==> src/design/afsl_map.vh <==
`ifndef AFSL_MAP_VH
`define AFSL_MAP_VH
// ----------------------------------------------------------------
// Register offsets
// ----------------------------------------------------------------
`define AFSL_ADDR_FAULT 4'h0
`define AFSL_ADDR_CTRL 4'h1
`define AFSL_ADDR_ALERT 4'h2
`define AFSL_ADDR_OUTFAULT 4'h3
`define AFSL_ADDR_PVSTAT 4'h4
`define AFSL_ADDR_COND 4'h5
// ----------------------------------------------------------------
// Control register fields
// ----------------------------------------------------------------
`define AFSL_CTRL_SIM 0
`define AFSL_CTRL_PVSET 1
`define AFSL_CTRL_FREP 2
// ----------------------------------------------------------------
// Alert flag fields
// ----------------------------------------------------------------
`define AFSL_AL_FAIL 0
`define AFSL_AL_MAINT 1
`define AFSL_AL_ADV 2
`define AFSL_AL_WIDTH 15
// ----------------------------------------------------------------
// Fault bit positions
// ----------------------------------------------------------------
`define AFSL_FB_CFG 1
`define AFSL_FB_SIMJ 3
`define AFSL_FB_MSOON 6
`define AFSL_FB_LOST 10
`define AFSL_FB_MNOW 13
`define AFSL_FB_OOS 15
// ----------------------------------------------------------------
// Process value status codes
// ----------------------------------------------------------------
`define AFSL_PV_GOOD 2'h0
`define AFSL_PV_ADVISORY 2'h1
`define AFSL_PV_UNCERTAIN 2'h2
`define AFSL_PV_BAD 2'h3
// ----------------------------------------------------------------
// Reset values
// ----------------------------------------------------------------
`define AFSL_RST_CTRL 3'h0
`define AFSL_RST_ALERT 15'h0000
`endif

==> src/design/afsl_alert_fault.v <==
// Notes on behaviour
// - Alert simulation can only be enabled while the jumper is installed.
// - While simulation is enabled, host writes to the alert flags apply.
// - Alert simulation enable is clear after every power-up reset.
// - Simulation enable clears on host clear or on jumper removal.
// - Simulated fail, maintenance or advisory flags make that class active.
// - With status option set, alert classes set the process value status.
// - With fault reporting, output fault bits mirror the transducer fault bits.
// - With fault reporting, output fault bit 6 shows any maintenance alert.
// - With fault reporting, output fault bit 13 shows any failed alert.
// - Fault bit 1 shows any configuration value out of range.
// - Fault bit 3 shows the simulation jumper installed.
// - Fault bit 10 shows incomplete factory characterization.
// - Fault bit 13 also shows incomplete factory characterization.
// - Fault bit 15 shows the actual mode out of service, else clear.
// - Transducer fault bits 0,2,4-9,11,12 and 14 are never set.
//
// The implementer's own choices: strobed register access and the address map.
`timescale 1ns/1ps
`include "afsl_map.vh"
module afsl_alert_fault (
  // Clock and reset
  input wire ref_clk,
  input wire rst_n,
  // Register port
  input wire [3:0] regAddr,
  input wire [15:0] regWrData,
  input wire regWrEn,
  input wire regRdEn,
  output reg [15:0] regRdData,
  // Device conditions
  input wire simJumper,
  input wire cfgRangeError,
  input wire charIncomplete,
  input wire modeOutOfService,
  input wire modeManual,
  input wire [14:0] liveAlerts,
  // Status outputs
  output reg [15:0] transducerFaultBits,
  output reg [15:0] outputFaultBits,
  output reg [1:0] processValueStatus,
  output reg alertSimEnable
);

  // ----------------------------------------------------------------
  // Control and simulated alert state
  // ----------------------------------------------------------------
  reg [2:0] ctrl_reg;
  reg [2:0] ctrl_next;
  reg [14:0] simAlert_reg;
  reg [14:0] simAlert_next;
  wire wrCtrl;
  wire wrAlert;
  wire [14:0] activeAlerts;
  wire failActive;
  wire maintActive;
  wire advActive;
  reg [15:0] fault_next;
  reg [15:0] outFault_next;
  reg [1:0] pv_next;
  reg [15:0] rd_next;

  assign wrCtrl = regWrEn && (regAddr == `AFSL_ADDR_CTRL);
  assign wrAlert = regWrEn && (regAddr == `AFSL_ADDR_ALERT);

  always @* begin
    ctrl_next = ctrl_reg;
    if (wrCtrl) begin
      ctrl_next[`AFSL_CTRL_PVSET] = regWrData[`AFSL_CTRL_PVSET];
      ctrl_next[`AFSL_CTRL_FREP] = regWrData[`AFSL_CTRL_FREP];
      ctrl_next[`AFSL_CTRL_SIM] = regWrData[`AFSL_CTRL_SIM] & simJumper;
    end
    if (!simJumper) begin
      ctrl_next[`AFSL_CTRL_SIM] = 1'b0;
    end
  end

  always @* begin
    simAlert_next = simAlert_reg;
    if (wrAlert && ctrl_reg[`AFSL_CTRL_SIM]) begin
      simAlert_next = regWrData[14:0];
    end
  end

  always @(posedge ref_clk or negedge rst_n) begin
    if (!rst_n) begin
      ctrl_reg <= `AFSL_RST_CTRL;
      simAlert_reg <= `AFSL_RST_ALERT;
    end else begin
      ctrl_reg <= ctrl_next;
      simAlert_reg <= simAlert_next;
    end
  end

  // ----------------------------------------------------------------
  // Active alert classes
  // ----------------------------------------------------------------
  assign activeAlerts = ctrl_reg[`AFSL_CTRL_SIM] ? simAlert_reg :
                        liveAlerts;
  assign failActive = activeAlerts[`AFSL_AL_FAIL];
  assign maintActive = activeAlerts[`AFSL_AL_MAINT];
  assign advActive = activeAlerts[`AFSL_AL_ADV];

  // ----------------------------------------------------------------
  // Fault bit strings
  // ----------------------------------------------------------------
  always @* begin
    fault_next = 16'h0000;
    fault_next[`AFSL_FB_CFG] = cfgRangeError;
    fault_next[`AFSL_FB_SIMJ] = simJumper;
    fault_next[`AFSL_FB_LOST] = charIncomplete;
    fault_next[`AFSL_FB_MNOW] = charIncomplete;
    fault_next[`AFSL_FB_OOS] = modeOutOfService;
  end

  always @* begin
    outFault_next = 16'h0000;
    if (ctrl_reg[`AFSL_CTRL_FREP]) begin
      outFault_next = fault_next;
      outFault_next[`AFSL_FB_MSOON] = maintActive;
      outFault_next[`AFSL_FB_MNOW] = failActive | charIncomplete;
    end
  end

  // ----------------------------------------------------------------
  // Process value status
  // ----------------------------------------------------------------
  always @* begin
    if (modeOutOfService || modeManual) begin
      pv_next = `AFSL_PV_BAD;
    end else if (!ctrl_reg[`AFSL_CTRL_PVSET]) begin
      pv_next = `AFSL_PV_GOOD;
    end else if (failActive || maintActive) begin
      pv_next = `AFSL_PV_UNCERTAIN;
    end else if (advActive) begin
      pv_next = `AFSL_PV_ADVISORY;
    end else begin
      pv_next = `AFSL_PV_GOOD;
    end
  end

  // ----------------------------------------------------------------
  // Read mux
  // ----------------------------------------------------------------
  always @* begin
    case (regAddr)
      `AFSL_ADDR_FAULT: rd_next = fault_next;
      `AFSL_ADDR_CTRL: rd_next = {13'h0000, ctrl_reg};
      `AFSL_ADDR_ALERT: rd_next = {1'b0, activeAlerts};
      `AFSL_ADDR_OUTFAULT: rd_next = outFault_next;
      `AFSL_ADDR_PVSTAT: rd_next = {14'h0000, pv_next};
      default: rd_next = 16'h0000;
    endcase
  end

  always @(posedge ref_clk or negedge rst_n) begin
    if (!rst_n) begin
      regRdData <= 16'h0000;
      transducerFaultBits <= 16'h0000;
      outputFaultBits <= 16'h0000;
      processValueStatus <= `AFSL_PV_BAD;
      alertSimEnable <= 1'b0;
    end else begin
      regRdData <= regRdEn ? rd_next : 16'h0000;
      transducerFaultBits <= fault_next;
      outputFaultBits <= outFault_next;
      processValueStatus <= pv_next;
      alertSimEnable <= ctrl_next[`AFSL_CTRL_SIM];
    end
  end

endmodule // afsl_alert_fault

==> config.mk <==
export PLATFORM = sky130hd
export DESIGN_NAME = afsl_alert_fault
export DESIGN_NICKNAME = d
export VERILOG_FILES = /design/src/design/afsl_alert_fault.v
export VERILOG_INCLUDE_DIRS = /design/src /design/src/design
export SDC_FILE = /design/constraint.sdc
export NUM_CORES = 1
export LEC_CHECK = 0
export BUFFER_PORTS_ARGS = -buffer_cell sky130_fd_sc_hd__buf_4
export CORE_MARGIN = 8
export CORE_UTILIZATION = 45
export DETAILED_ROUTE_END_ITERATION = 6
export GPL_TIMING_DRIVEN = 0
export PLACE_DENSITY = 0.86
export SYNTH_ARGS = -nofsm -noshare
export SYNTH_HDL_FRONTEND = slang
export SYNTH_SLANG_ARGS = --single-unit
export TNS_END_PERCENT = 100
==> constraint.sdc <==
create_clock -name ref_clk -period 1.98 [get_ports ref_clk]
set_input_delay 0.297 -clock ref_clk [delete_from_list [all_inputs] [get_ports ref_clk]]
set_output_delay 0.297 -clock ref_clk [all_outputs]
set_load 0.01 [all_outputs]
Word level (Yosys, flattened, before mapping)
Cells that the tools add are included.
Cells by class
  equality and inequality tests: 5
  mux-type cells: 10
  reductions and logical operators: 6
  bitwise gates (word level): 2
Operator list (count)
  $pmux W16 S5: 1
  $mux W16: 2
  $mux W15: 1
  $eq A4 B2 Y1 const B: 2
  $mux W2: 3
  $eq A4 B1 Y1 const B: 1
  $eq A4 B3 Y1 const B: 1
  $logic_not A4 Y1: 1
  $logic_and A1 B1 Y1: 3
  $mux W1: 3
  $logic_or A1 B1 Y1: 2
  $ne A2 B1 Y1 const B: 1
  $and A1 B1 Y1: 1
  $or A1 B1 Y1: 1
Storage, ports and cells
  logic and storage cells: 30
  output and inout port bits: 51
  register bits after elaboration: 57
  input port bits: 44

Logic depth before layout (Yosys ltp)
  word-level depth: 7
  depth in mapped cells: 6
  depth with buffers taken out: 4

Worst setup path after synthesis
No wires, ideal clock.
  path kind: input port to flip-flop
  from: input port regAddr[1]
  to: register simAlert_reg[10]
  arrival time: 1.303 ns
  path buffers: 3
  cell stages on the path: 6
  library setup time: 0.125 ns
  slack: 0.552 ns
  required time: 1.855 ns
  cells stage by stage: nor2b_1 buf_2 and4_4 buf_6 buf_12 mux2_4
Between the ends
  longest elaborated chain between the ends: 3
Ends and longest elaborated chain
  start: declaration: line afsl_alert_fault.v:26  | input wire [3:0] regAddr,
  $eq A4 B2 Y1
  $logic_and A1 B1 Y1: line afsl_alert_fault.v:64  | assign wrAlert = regWrEn && (regAddr == `AFSL_ADDR_ALERT);
  $logic_and A1 B1 Y1: line afsl_alert_fault.v:80  | if (wrAlert && ctrl_reg[`AFSL_CTRL_SIM]) begin
  end signal: assignment: line afsl_alert_fault.v:88  | simAlert_reg <= `AFSL_RST_ALERT;
  end signal: assignment: line afsl_alert_fault.v:91  | simAlert_reg <= simAlert_next;
  end: declaration: line afsl_alert_fault.v:50  | reg [14:0] simAlert_reg;
Every way passes these cells.
A chain may end at the register's enable or synchronous reset.

==> qor.log <==
[placed_design] worst slack at placement 0.325 ns
[floorplanning] Chip Height 83.7 um
[floorplanning] ports placed on the boundary 95
[sta] worst relative slew slack 62.3%
[run_status] violations in the final reports hold timing
[clock_network] CTS sink count 46
[global_route] met3 Usage GRT 5.86%
[logic_synthesis] Syn Area/Cell 12.8 um2
[detailed_routing] post-detailed-routing wire length 4.98 mm
[sta] worst hold margin -0.0115 ns
[clock_network] root buffer cell sky130_fd_sc_hd__clkbuf_8
[setup_path] stage delay of the slowest cell on the critical path 0.41 ns
[pwr] power per cell area 695 nW/um2
[sta] fmax 667 MHz
[sta] final-report hold violation count 17
[final_layout] most frequent cells in the layout sky130_fd_sc_hd__buf_4, sky130_fd_sc_hd__dfrtp_1, sky130_fd_sc_hd__conb_1, sky130_fd_sc_hd__nor2_1, sky130_fd_sc_hd__mux2i_1
[setup_path] WP data arrival 1.68 ns
[setup_path] Worst Setup End Kind flop
[clock_network] hold_buf cts 0
[placed_design] instance area at placement 2740 um2
[detailed_routing] DR pass1 iterations 4
[global_route] met1 routing resource usage after global routing 15.4%
[clock_network] total CTS buffers 5
[setup_path] CP cell instances buf_2 > mux2_2 > nand2_1 > o21ai_0 > o2bb2ai_1
[setup_path] data required time at the worst endpoint 2.16 ns
[global_route] busiest metal layer after global routing met2
[clock_network] worst-skew pair later-pin latency 0.29 ns
[global_route] global routing met2 resource utilization 22.8%
[sta] Worst-Margin Slew 0.565 ns
[sta] Post-Route Skew 0.00442 ns
[clock_network] Clock Path Buffers 2
[sta] share of the clock period used by the worst path after layout 75.7%
[sta] max-slew violations 0
[run_status] outcome finished with violations
[logic_synthesis] synthesized area 2060 um2
[sta] minimum setup slack in the final design 0.481 ns
[logic_synthesis] flop and latch count out of synthesis 46
[detailed_routing] remaining antenna violation count 0
[final_layout] Ant. Diodes 0
[placed_design] dpl hpwl 3.95 mm
[detailed_routing] routed vias/inst 4.71
[final_layout] fraction of final layout cells with drive strength greater than 1 49.8%
[placed_design] port buffer count 72
[final_layout] Largest register FFs 16
[final_layout] final standard cell area without fillers 2850 um2
[floorplanning] core region area 4380 um2
[logic_synthesis] Seq/Total Area, Yosys 55.9%
[detailed_routing] DR DRC count 0
[placed_design] Routability Congestion 0.787
[global_route] largest net degree at the start of global routing 47
[final_layout] most frequent standard cell in the layout excluding fill and tap cells sky130_fd_sc_hd__buf_4
[detailed_routing] total number of vias 1474
[setup_path] maximum fanout count along the critical path 10
[global_route] number of global-route vias before repair 1619
[placed_design] total placed cells including tap cells 305
[final_layout] final non-filler cell total 313
[global_route] total global-route track usage 13.8%
[floorplanning] DIE WIDTH 83.7 um
[sta] final-report setup violation count 0
[setup_path] master of the slowest instance on the critical path sky130_fd_sc_hd__dfrtp_1
[sta] sum of negative setup slack 0 ns
[final_layout] net count of the finished layout 304
[floorplanning] die area 7010 um2
[floorplanning] number of rows in the core area 24
[sta] Final min period 1.50 ns
[global_route] wire length of the first global-routing pass 7.82 mm
[clock_network] H-tree depth reported by CTS 2
[worst_hold_path] Worst Hold Class primary input to async pin
[sta] unrepaired setup endpoints after global routing false
[job] Max Cap Viol 0
[pwr] worst-case vdd ir drop 332 uV
[global_route] number of antenna violations at the first check in global routing 0
[floorplanning] initial cell density of the core 47.1%
[detailed_routing] WL/cell 15.9 um
[logic_synthesis] number of distinct standard cells referenced by the synthesized netlist 27
[clock_network] clock-pin slew reported for the worst setup and hold paths after clock tree synthesis 0.08 ns
[clock_network] CTS resizes 0
[logic_synthesis] count of yosys warnings during synthesis 0
[logic_synthesis] count of mapped cells out of synthesis 161
[pwr] Pleak 0.00150 uW
[global_route] grt total ovfl 0
[detailed_routing] violation count after the first detailed-route iteration 115
[clock_network] TritonCTS clock tree yes
[clock_network] setup repair bufs after CTS 0
[setup_path] CP Launch Type flop
[setup_path] crit path kind flop to flop
[final_layout] area growth from synthesis to layout 38.3%
where the power goes:
part	leakage [uW]	internal (uW)	switching [uW]
Sequential	0.000616	984	27.9
Combinational	0.000826	164	129
Clock	0.0000579	371	306
cell families (layout without fill, tap and decap cells):
logic type,count (synthesis),after routing,share of synthesized area (%)
buffers and inverters,27,107,10.2
multiplexers,32,32,18.6
other,1,21,0.182
AO/OA/AOI/OAI,17,17,5.70
AND/OR/NAND/NOR,38,38,9.40
flip-flops,46,46,55.9
through the flow:
| stage | utilization [%] | power [uW] | hold WS, ns |
|---|---|---|---|
| floorplan | - | 1160 | 0.00141 |
| global placement | 62.6 | 1310 | 0.325 |
| detailed placement | 62.6 | 1320 | 0.329 |
| CTS | 65.1 | 2000 | 0.00466 |
| global route | 65.1 | 2080 | 0.0134 |
| finish | 65.1 | 1980 | -0.0115 |
critical path, delay by kind of cell, from the launching register on:
family | cells | cell delay, ns
flops | 1 | 0.41
compound gates | 2 | 0.27
mux | 1 | 0.38
buf+inv | 1 | 0.26
simple gates | 1 | 0.07
cells in the mapped netlist:
cell	instances	area, um2
sky130_fd_sc_hd__buf_12	1	20.0
sky130_fd_sc_hd__and3_1	1	6.26
sky130_fd_sc_hd__a22oi_1	4	30.0
sky130_fd_sc_hd__mux2_2	10	113
sky130_fd_sc_hd__nand2_1	2	7.51
sky130_fd_sc_hd__buf_4	22	165
sky130_fd_sc_hd__conb_1	1	3.75
sky130_fd_sc_hd__dfrtp_1	44	1100
sky130_fd_sc_hd__and2_1	6	37.5
sky130_fd_sc_hd__and4_4	1	11.3
sky130_fd_sc_hd__nor3_1	1	5.00
sky130_fd_sc_hd__nand3_1	3	15.0
sky130_fd_sc_hd__nand4b_1	1	8.76
sky130_fd_sc_hd__buf_6	1	11.3
sky130_fd_sc_hd__a211o_1	1	8.76
sky130_fd_sc_hd__a211oi_1	1	7.51
sky130_fd_sc_hd__nor3b_1	1	7.51
sky130_fd_sc_hd__o21ai_0	2	10.0
sky130_fd_sc_hd__mux2i_1	12	120
sky130_fd_sc_hd__buf_2	3	15.0
sky130_fd_sc_hd__o2bb2ai_1	3	26.3
sky130_fd_sc_hd__a21oi_1	4	20.0
sky130_fd_sc_hd__dfstp_2	2	52.6
sky130_fd_sc_hd__mux2_4	10	150
sky130_fd_sc_hd__nor2b_1	5	31.3
sky130_fd_sc_hd__a21o_1	2	15.0
sky130_fd_sc_hd__nor2_1	17	63.8
layout make-up:
class                           count  area (um2)
Fill cell                         347        1530
Sequential cell                    46        1150
Multi-Input combinational cell    108         773
Timing Repair Buffer               72         541
Buffer                             27         211
Clock buffer                        5        68.8
Tap cell                           52        65.1
Clock inverter                      3        40.0
routing by layer:
metal	wire length [um]	vias to the layer above
met3	444	6
li1	-	706
met2	2440	68
met4	72	0
met5	0	-
met1	2020	694
final timing paths:
| check | depth (start not counted) | slack, ns | from | to |
|---|---|---|---|---|
| worst max-delay path | 5 | 0.48 | alertSimEnable | regRdData[0] |
| min in group ref_clk | 1 | 0.12 | cfgRangeError | transducerFaultBits[1] |
| max in group asynchronous | 1 | 1.61 | rst_n | regRdData[12] |
| worst max register to register | 5 | 0.48 | alertSimEnable | regRdData[0] |
| worst min register to register | 1 | 0.51 | simAlert_reg[14] | simAlert_reg[14] |
| worst min-delay path | 1 | -0.01 | rst_n | outputFaultBits[15] |
Power figures use the tool's default switching activity.
